## config.mk

```make
export PLATFORM = sky130hd
export DESIGN_NAME = bprc_top
export DESIGN_NICKNAME = d
export VERILOG_FILES = /design/src/hw/bprc_debounce.v /design/src/hw/bprc_top.v
export VERILOG_INCLUDE_DIRS = /design/src /design/src/hw
export SDC_FILE = /design/constraint.sdc
export NUM_CORES = 1
export LEC_CHECK = 0
export BUFFER_PORTS_ARGS = -buffer_cell sky130_fd_sc_hd__buf_2
export CAP_MARGIN = 25
export CORE_UTILIZATION = 54
export DETAILED_ROUTE_END_ITERATION = 6
export PLACE_DENSITY = 0.73
export SKIP_CTS_REPAIR_TIMING = 1
export SLEW_MARGIN = 5
export SYNTH_ARGS = -nofsm -noshare
export SYNTH_HDL_FRONTEND = slang
export SYNTH_SLANG_ARGS = --single-unit
```

## constraint.sdc

```tcl
create_clock -name hclk -period 3.1 [get_ports hclk]
set_input_delay 0.62 -clock hclk [delete_from_list [all_inputs] [get_ports hclk]]
set_output_delay 0.62 -clock hclk [all_outputs]
set_load 0.01 [all_outputs]
```

## src/hw/bprc_consts.vh

```
`ifndef BPRC_CONSTS_VH
`define BPRC_CONSTS_VH

// Clock rate and derived cycles per millisecond.
`define BPRC_CLK_HZ 50000000
`define BPRC_CYC_PER_MS (`BPRC_CLK_HZ / 1000)

// Documented times in milliseconds.
`define BPRC_DEBOUNCE_MS 10
`define BPRC_SOFT_PULSE_MS 10
`define BPRC_SHORT_DELAY_MS 200
`define BPRC_SHORT_PRESS_MS 400
`define BPRC_MID_PRESS_MS 3000
`define BPRC_LONG_PRESS_MS 12000
`define BPRC_LONG_DELAY_MS 15000

// Register byte offsets.
`define BPRC_OFS_CONFIG 8'h00
`define BPRC_OFS_CMD 8'h04
`define BPRC_OFS_STATUS 8'h08

// Reset values and field layout.
`define BPRC_CONFIG_RESET 4'h0
`define BPRC_CMD_OFF 2'h1
`define BPRC_CMD_SEAL 2'h2
`define BPRC_ST_POWER_LSB 0
`define BPRC_ST_HARD_PEND 3
`define BPRC_ST_SOFT_PEND 4
`define BPRC_ST_KEY 5
`define BPRC_ST_CHARGER 6
`define BPRC_ST_RESET_LOW 7

// Configuration codes.
`define BPRC_MODE_LEVEL_HI 4'h0
`define BPRC_MODE_LEVEL_LO 4'h1
`define BPRC_MODE_EDGE_RISE 4'h2
`define BPRC_MODE_EDGE_FALL 4'h3
`define BPRC_MODE_INS_HI 4'h4
`define BPRC_MODE_INS_LO 4'h5
`define BPRC_MODE_KEY 4'h6
`define BPRC_MODE_LONG_ONE 4'h7
`define BPRC_MODE_LONG_TWO 4'h8
`define BPRC_MODE_CUST_HI 4'h9
`define BPRC_MODE_CUST_LO 4'ha
`define BPRC_MODE_KEY_SEAL 4'hb
`define BPRC_MODE_CUST_SEAL 4'hc

`endif

```

## src/hw/bprc_debounce.v

```verilog
`timescale 1ns/10ps
`default_nettype none

module bprc_debounce #(
    parameter [31:0] CYCLES = 32'd500000,
    parameter INIT = 1'b0
) (
    // Clock and reset
    input wire hclk,
    input wire hresetn,
    // Level in and filtered level out
    input wire raw,
    output reg stable
);

    reg [31:0] cnt;

    // A new level is accepted only after it held for the whole window.
    always @(posedge hclk or negedge hresetn)
    begin
        if (!hresetn)
        begin
            stable <= INIT;
            cnt <= 32'h0;
        end
        else if (raw == stable)
        begin
            cnt <= 32'h0;
        end
        else if (cnt >= CYCLES - 32'd1)
        begin
            stable <= raw;
            cnt <= 32'h0;
        end
        else
        begin
            cnt <= cnt + 32'd1;
        end
    end

endmodule
`default_nettype wire

```

## src/hw/bprc_top.v

```verilog
// Overview of operation
// - Code 0000: A high on/off, B low soft.
// - Code 0001: A low on/off, same B.
// - Code 0010: rising edges reset after 200ms.
// - Code 0011: falling edges reset after 200ms.
// - Always-on and long-press modes: off by command only.
// - Code 0100: high at insertion, reset 200ms later.
// - Code 0101: low at insertion, reset 200ms later.
// - Code 0110: A is key, B mirrors it.
// - Short-press modes: 400ms on, 12s off.
// - Code 0111: 3s on, 12s soft reset.
// - Code 1000: A 3s on, B 12s soft.
// - Custom insertion modes: power on by insertion only.
// - Code 1001: high at insertion, 15s, cancellable.
// - Code 1010: low at insertion, 15s, cancellable.
// - Code 1011: key mode plus off and seal.
// - Code 1100: custom high mode plus off and seal.
// - Soft reset drives reset low for 10ms.
// - Hard reset starts the full power-on sequence.
//
// Decided for this implementation: the register offsets and register access over AHB-Lite.
`timescale 1ns/10ps
`default_nettype none
`include "bprc_consts.vh"

module bprc_top #(
    parameter [31:0] DEBOUNCE_CYC = `BPRC_DEBOUNCE_MS * `BPRC_CYC_PER_MS,
    parameter [31:0] SOFT_PULSE_CYC = `BPRC_SOFT_PULSE_MS * `BPRC_CYC_PER_MS,
    parameter [31:0] SHORT_DELAY_CYC = `BPRC_SHORT_DELAY_MS * `BPRC_CYC_PER_MS,
    parameter [31:0] SHORT_PRESS_CYC = `BPRC_SHORT_PRESS_MS * `BPRC_CYC_PER_MS,
    parameter [31:0] MID_PRESS_CYC = `BPRC_MID_PRESS_MS * `BPRC_CYC_PER_MS,
    parameter [31:0] LONG_PRESS_CYC = `BPRC_LONG_PRESS_MS * `BPRC_CYC_PER_MS,
    parameter [31:0] LONG_DELAY_CYC = `BPRC_LONG_DELAY_MS * `BPRC_CYC_PER_MS
) (
    // Clock and reset
    input wire hclk,
    input wire hresetn,
    // AHB-Lite slave
    input wire hsel,
    input wire [7:0] haddr,
    input wire [1:0] htrans,
    input wire hwrite,
    input wire [2:0] hsize,
    input wire [31:0] hwdata,
    input wire hready,
    output reg [31:0] hrdata,
    output wire hreadyout,
    output wire hresp,
    // Control pins and charger detect
    input wire control_input_a,
    input wire control_input_b_in,
    output wire control_input_b_out,
    output wire control_input_b_oe,
    input wire charger_supply_input,
    // Power outputs
    output reg power_on,
    output reg seal_mode,
    output reg reset_out_n,
    output reg hard_reset_start
);

    localparam [2:0] ST_OFF = 3'b001;
    localparam [2:0] ST_ON = 3'b010;
    localparam [2:0] ST_SEAL = 3'b100;

    reg [3:0] power_reset_config_code;
    reg [2:0] state;
    reg [2:0] next_state;
    reg chg_d;
    reg a_d;
    reg b_d;
    reg [31:0] hold_a;
    reg [31:0] hold_b;
    reg hard_pend;
    reg soft_pend;
    reg [31:0] hard_cnt;
    reg [31:0] soft_cnt;
    reg [31:0] rst_cnt;
    reg wr_pend;
    reg [7:0] wr_addr;
    reg [1:0] cmd_req;
    wire deb_a;
    wire deb_b;

    bprc_debounce #(.CYCLES(DEBOUNCE_CYC), .INIT(1'b1)) u_deb_a (
        .hclk(hclk),
        .hresetn(hresetn),
        .raw(control_input_a),
        .stable(deb_a)
    );

    bprc_debounce #(.CYCLES(DEBOUNCE_CYC), .INIT(1'b1)) u_deb_b (
        .hclk(hclk),
        .hresetn(hresetn),
        .raw(control_input_b_in),
        .stable(deb_b)
    );

    wire [3:0] mode = power_reset_config_code;
    wire m_level = (mode == `BPRC_MODE_LEVEL_HI) || (mode == `BPRC_MODE_LEVEL_LO);
    wire m_edge = (mode == `BPRC_MODE_EDGE_RISE) || (mode == `BPRC_MODE_EDGE_FALL);
    wire m_ins = (mode == `BPRC_MODE_INS_HI) || (mode == `BPRC_MODE_INS_LO);
    wire m_key = (mode == `BPRC_MODE_KEY) || (mode == `BPRC_MODE_KEY_SEAL);
    wire m_long1 = (mode == `BPRC_MODE_LONG_ONE);
    wire m_long2 = (mode == `BPRC_MODE_LONG_TWO);
    wire m_cust = (mode == `BPRC_MODE_CUST_HI) || (mode == `BPRC_MODE_CUST_LO) || (mode == `BPRC_MODE_CUST_SEAL);
    wire m_seal_ok = (mode == `BPRC_MODE_KEY_SEAL) || (mode == `BPRC_MODE_CUST_SEAL);
    wire m_keyed = m_key || m_long1 || m_long2;
    // Codes that read the inputs high-active; pin B stays low-active in the level codes.
    wire hi_act = (mode == `BPRC_MODE_LEVEL_HI) || (mode == `BPRC_MODE_EDGE_RISE) ||
        (mode == `BPRC_MODE_INS_HI) || (mode == `BPRC_MODE_CUST_HI) || (mode == `BPRC_MODE_CUST_SEAL);
    wire valid_mode = (mode <= `BPRC_MODE_CUST_SEAL);

    wire a_act = valid_mode && (deb_a == hi_act);
    wire b_act = valid_mode && (deb_b == (hi_act && !m_level));
    wire a_act_d = (a_d == hi_act);
    wire b_act_d = (b_d == (hi_act && !m_level));
    wire chg_ins = charger_supply_input && !chg_d;
    wire pin_b_is_key_out = m_key || m_long1;

    assign control_input_b_out = 1'b0;
    assign control_input_b_oe = pin_b_is_key_out && !control_input_a;

    // Events from the control inputs, each qualified by its mode.
    // edge resets
    wire edge_hard = m_edge && a_act && !a_act_d;
    wire edge_soft = m_edge && b_act && !b_act_d;
    wire ins_hard = m_ins && chg_ins && a_act;
    wire ins_soft = m_ins && chg_ins && b_act;
    wire cust_hard = m_cust && chg_ins && a_act;
    wire cust_soft = m_cust && chg_ins && b_act;
    wire lvl_soft = m_level && b_act && !b_act_d;
    wire key_a = m_keyed && a_act;
    wire key_short = m_key && key_a && (hold_a == SHORT_PRESS_CYC - 32'd1);
    wire key_mid = (m_long1 || m_long2) && key_a && (hold_a == MID_PRESS_CYC - 32'd1);
    wire key_long = m_keyed && key_a && (hold_a == LONG_PRESS_CYC - 32'd1);
    wire b_long = m_long2 && b_act && (hold_b == LONG_PRESS_CYC - 32'd1);
    wire hard_fire = hard_pend && (hard_cnt == 32'd1);
    wire soft_fire = soft_pend && (soft_cnt == 32'd1);
    wire soft_now = (state == ST_ON) && (lvl_soft || soft_fire || (m_long1 && key_long) || b_long);

    // Power state. Commands win over pin events in the same cycle.
    always @*
    begin
        next_state = state;
        case (state)
            ST_OFF, ST_SEAL:
            begin
                if (m_cust && chg_ins)
                    next_state = ST_ON;
                else if (m_level && a_act)
                    next_state = ST_ON;
                else if (!m_level && !m_cust && valid_mode && (chg_ins || key_short || key_mid))
                    next_state = ST_ON;
            end
            ST_ON:
            begin
                if (cmd_req == `BPRC_CMD_SEAL && m_seal_ok)
                    next_state = ST_SEAL;
                else if (cmd_req != 2'h0)
                    next_state = ST_OFF;
                else if (m_level && !a_act && valid_mode)
                    next_state = ST_OFF;
                else if (m_key && key_long)
                    next_state = ST_OFF;
            end
            default:
            begin
                next_state = ST_OFF;
            end
        endcase
    end

    always @(posedge hclk or negedge hresetn)
    begin
        if (!hresetn)
        begin
            state <= ST_OFF;
            chg_d <= 1'b0;
            a_d <= 1'b1;
            b_d <= 1'b1;
            hold_a <= 32'h0;
            hold_b <= 32'h0;
            power_on <= 1'b0;
            seal_mode <= 1'b0;
        end
        else
        begin
            state <= next_state;
            chg_d <= charger_supply_input;
            a_d <= deb_a;
            b_d <= deb_b;
            power_on <= (next_state == ST_ON);
            seal_mode <= (next_state == ST_SEAL);
            // Hold counters saturate so each threshold fires once per press.
            if (!key_a)
                hold_a <= 32'h0;
            else if (hold_a != 32'hffffffff)
                hold_a <= hold_a + 32'd1;
            if (!(m_long2 && b_act))
                hold_b <= 32'h0;
            else if (hold_b != 32'hffffffff)
                hold_b <= hold_b + 32'd1;
        end
    end

    // Delayed reset timers; a pending reset is dropped when power goes away.
    always @(posedge hclk or negedge hresetn)
    begin
        if (!hresetn)
        begin
            hard_pend <= 1'b0;
            soft_pend <= 1'b0;
            hard_cnt <= 32'h0;
            soft_cnt <= 32'h0;
        end
        else if (state != ST_ON || !valid_mode)
        begin
            hard_pend <= 1'b0;
            soft_pend <= 1'b0;
        end
        else
        begin
            if (edge_hard || ins_hard)
            begin
                hard_pend <= 1'b1;
                hard_cnt <= SHORT_DELAY_CYC;
            end
            else if (hard_fire)
                hard_pend <= 1'b0;
            else if (m_cust && hard_pend && !a_act)
                hard_pend <= 1'b0;
            else if (hard_pend)
                hard_cnt <= hard_cnt - 32'd1;
            if (edge_soft || ins_soft)
            begin
                soft_pend <= 1'b1;
                soft_cnt <= SHORT_DELAY_CYC;
            end
            else if (soft_fire)
                soft_pend <= 1'b0;
            else if (m_cust && soft_pend && !b_act)
                soft_pend <= 1'b0;
            else if (soft_pend)
                soft_cnt <= soft_cnt - 32'd1;
            // Insertion in the custom modes arms the long delay instead.
            if (cust_hard)
            begin
                hard_pend <= 1'b1;
                hard_cnt <= LONG_DELAY_CYC;
            end
            if (cust_soft)
            begin
                soft_pend <= 1'b1;
                soft_cnt <= LONG_DELAY_CYC;
            end
        end
    end

    // Reset outputs.
    always @(posedge hclk or negedge hresetn)
    begin
        if (!hresetn)
        begin
            rst_cnt <= 32'h0;
            reset_out_n <= 1'b1;
            hard_reset_start <= 1'b0;
        end
        else
        begin
            hard_reset_start <= (state == ST_ON) && hard_fire;
            if (soft_now)
            begin
                rst_cnt <= SOFT_PULSE_CYC;
                reset_out_n <= 1'b0;
            end
            else if (rst_cnt > 32'd1)
                rst_cnt <= rst_cnt - 32'd1;
            else
            begin
                rst_cnt <= 32'h0;
                reset_out_n <= 1'b1;
            end
        end
    end

    // Bus slave: zero wait states, read data registered in the address phase.
    wire bus_go = hsel && htrans[1] && hready;
    assign hreadyout = 1'b1;
    assign hresp = 1'b0;
    wire [31:0] status_word = {24'h0, !reset_out_n, charger_supply_input, !deb_a, soft_pend, hard_pend, state};

    always @(posedge hclk or negedge hresetn)
    begin
        if (!hresetn)
        begin
            hrdata <= 32'h0;
            wr_pend <= 1'b0;
            wr_addr <= 8'h0;
            power_reset_config_code <= `BPRC_CONFIG_RESET;
            cmd_req <= 2'h0;
        end
        else
        begin
            wr_pend <= bus_go && hwrite;
            if (bus_go)
                wr_addr <= haddr;
            cmd_req <= 2'h0;
            if (bus_go && !hwrite)
            begin
                case (haddr)
                    `BPRC_OFS_CONFIG: hrdata <= {28'h0, power_reset_config_code};
                    `BPRC_OFS_STATUS: hrdata <= status_word;
                    default: hrdata <= 32'h0;
                endcase
            end
            if (wr_pend && wr_addr == `BPRC_OFS_CONFIG)
                power_reset_config_code <= hwdata[3:0];
            if (wr_pend && wr_addr == `BPRC_OFS_CMD)
                cmd_req <= hwdata[1:0];
        end
    end

endmodule
`default_nettype wire

```

==> run_results.csv <==
group,metric,value,unit
finish,layout-drive-gt1-share,10.9,%
power,ir_drop,754,uV
yosys,yosys.area_share.adder,0.920,%
sta,period_minus_slack,2.81,ns
finish,area_delta_synth_final,12.2,%
route,drc,0,
placed_design,dp_slack,0.285,ns
sta,slew_violations,0,
yosys,synth_most_common_cell,"dfrtp_1",
clock_tree,htreeDepth,1,
die,initial_core_util,55.4,%
critical_path,crit_chain,"or3_4, or4b_4, or4_4, nand2_1, nor4_1, or3_1",
sta,setup-tns-final,0,ns
critical_path,cp.required,3.54,ns
power,p_leak,0.00604,uW
grt,track_usage,22.9,%
critical_path,worstSetupPathType,"flip-flop to flip-flop",
critical_path,worstPathArrival,3.25,ns
clock_tree,clock_latency,0.56,ns
critical_path,cpPeakStageDelay,0.60,ns
route,post_drt_via_cell_ratio,5.80,
run_status,status,"finished clean",
placed_design,gp_congestion,0.857,
clock_tree,cts-root-buf,"clkbuf_16",
route,drt_iter0_drc,606,
yosys,synth_top_area_cell,"dfrtp_1",
route,wl_per_cell,15.6,um
sta,rsz0062_at_grt,"no",
critical_path,start_kind,"flip-flop",
clock_tree,numCtsBuffers,29,
grt,grt_start_max_net_pins,73,
grt,grt_pass1_vias,10100,
sta,skew,0.0115,ns
finish,fin_nets,1551,
route,wirelength,28600,um
yosys,synth_ff_type,"dfrtp_1",
yosys,yosys_warnings,0,
route,vias,10600,
critical_path,slowest_stage,"or4_4",
sta,slew_headroom,54.0,%
yosys,syn_area_per_cell,9.50,um^2
clock_tree,cts_num_sinks,261,
die,ios,93,
yosys,synth_xor_area_share,9.34,%
yosys,synth_edf_count,0,
die,die-area,25800,um^2
sta,max_clock_freq,356,MHz
sta,worst_pin_slew,0.687,ns
grt,antenna_found_initial,7,
yosys,yosysSeqAreaShare,48.1,%
die,die_h,161,um
power,power-per-cell-area,585,nW/um^2
sta,setup_slack,0.292,ns
yosys,synthSimpleGateAreaFrac,27.4,%
yosys,yosysTopAreaCellShare,46.9,%
critical_path,crit_fanout,8,
die,die_w,161,um
clock_tree,clk_pin_slew,0.06,ns
yosys,synth_cells,1431,
clock_tree,cts_tree,"done",
sta,setup_viol,0,
placed_design,hpwl,19300,um
yosys,ys_types,70,
yosys,synth.mux.area_fraction,1.59,%
yosys,synth_seq_cells,261,
clock_tree,cts_buffer_depth,3,
grt,overflow,0,
yosys,synth_common_cells,"dfrtp_1, nor2_1, nand2_1, nor3_1, xor2_1",
yosys,ys_async_sr_fraction,100,%
yosys,synth_area_leaders,"dfrtp_1, xor2_1, nor2_1",
run,cap_violations,0,
sta,fin_crit_sh,90.6,%
die,rows,57,
route,drtPass1Iterations,5,
hold_path,hold_class,"primary input to async pin",
yosys,netlist_area,13600,um^2
placed_design,io_buffer_count,33,
yosys,synth_compound_area_share,8.32,%
grt,grt_pass1_wl,49400,um
yosys,synth_top_family_by_area,"simple AND/OR/NAND/NOR gates",
die,core_region_area,24500,um^2
sta,hold_viol,0,
route,antenna_left,0,
critical_path,cp-end-kind,"flip-flop",
-- power by group --
group          internal, uW  switching (uW)  total [uW]
registers              3810             388        4200
clock network          2250            1400        3650
logic                   500             568        1070
total                  6560            2360        8920
-- state kept, by name (all words and copies together) (netlist names) --
name / flops
power_on: 1
u_deb_b.stable: 1
cmd_req: 2
state: 3
soft_cnt: 32
hold_a: 32
hold_b: 32
rst_cnt: 32
hard_reset_start: 1
hrdata: 8
hard_pend: 1
u_deb_a.stable: 1
mode: 4
reset_out_n: 1
chg_d: 1
seal_mode: 1
u_deb_a.cnt: 32
u_deb_b.cnt: 32
wr_addr: 8
soft_pend: 1
a_d: 1
wr_pend: 1
hard_cnt: 32
b_d: 1
-- placed cells by master (no fill, tap or decap), types with 34 or more instances in the layout --
cell and count:
dfrtp_1 255, nor2_1 178, nand2_1 95, nor3_1 94, xor2_1 79, xnor2_1 66, nand3_1 66, conb_1 53
nor4_1 51, nand4_1 45, buf_4 34
-- critical path: cells and delay by family, from the launching register on --
| kind | cells | cell delay [ns] |
|---|---|---|
| AND/OR/NAND/NOR | 6 | 2.27 |
| flip-flops | 1 | 0.41 |
-- metal layers --
layer  GRT usage, %  wire length [um]  up-vias  part of all wire, %
met5              0                80        -                 0.28
met3           3.85              1180       67                  4.1
li1               -                 -     5169                    -
met4           6.36               741       12                  2.6
met2           37.6             13500      195                   47
met1           31.3             13100     5199                   46
-- through the flow --
stage | power, uW | hold WS, ns | cell area [um^2] | cells | util [%]
detailed placement | 5320 | 0.472 | 14200 | 1781 | 58.0
floorplan | 5010 | 0.324 | 13800 | 1482 | -
finish | 8920 | 0.0106 | 15200 | 1836 | 62.2
global route | 9350 | 0.0472 | 15200 | 1836 | 62.2
CTS | 9000 | 0.0280 | 15200 | 1835 | 62.1
global placement | 5270 | 0.459 | 14200 | 1781 | 58.0
-- path summary, 6_finish.rpt --
check                                      from              to  slack [ns]  depth (start not counted)
max in group asynchronous               hresetn  u_deb_a.stable        2.24                          2
max reg2reg                        hard_cnt[10]    hard_cnt[10]        0.29                          6
max                                hard_cnt[10]    hard_cnt[10]        0.29                          6
min                                     hresetn    soft_cnt[14]        0.01                          1
min in group hclk          charger_supply_input           chg_d        0.23                          1
min reg2reg                      u_deb_a.cnt[0]  u_deb_a.cnt[0]        0.48                          1
-- final cells by class --
type	count	area [um^2]
clock inverter	14	219
inverter	26	97.6
timing repair buffer	70	490
multi-input combinational	1100	6690
clock buffer	40	807
fill	2086	9290
sequential	261	6540
tap	324	405
antenna	1	2.50
-- kinds of logic after synthesis --
family / Yosys count
AND/OR/NAND/NOR: 705
flip-flops: 261
AO/OA/AOI/OAI: 167
XOR/XNOR: 145
buffers and inverters: 121
multiplexers: 20
adder cells (fa/ha/maj): 10
other: 2
(Power assumes the default switching activity.)
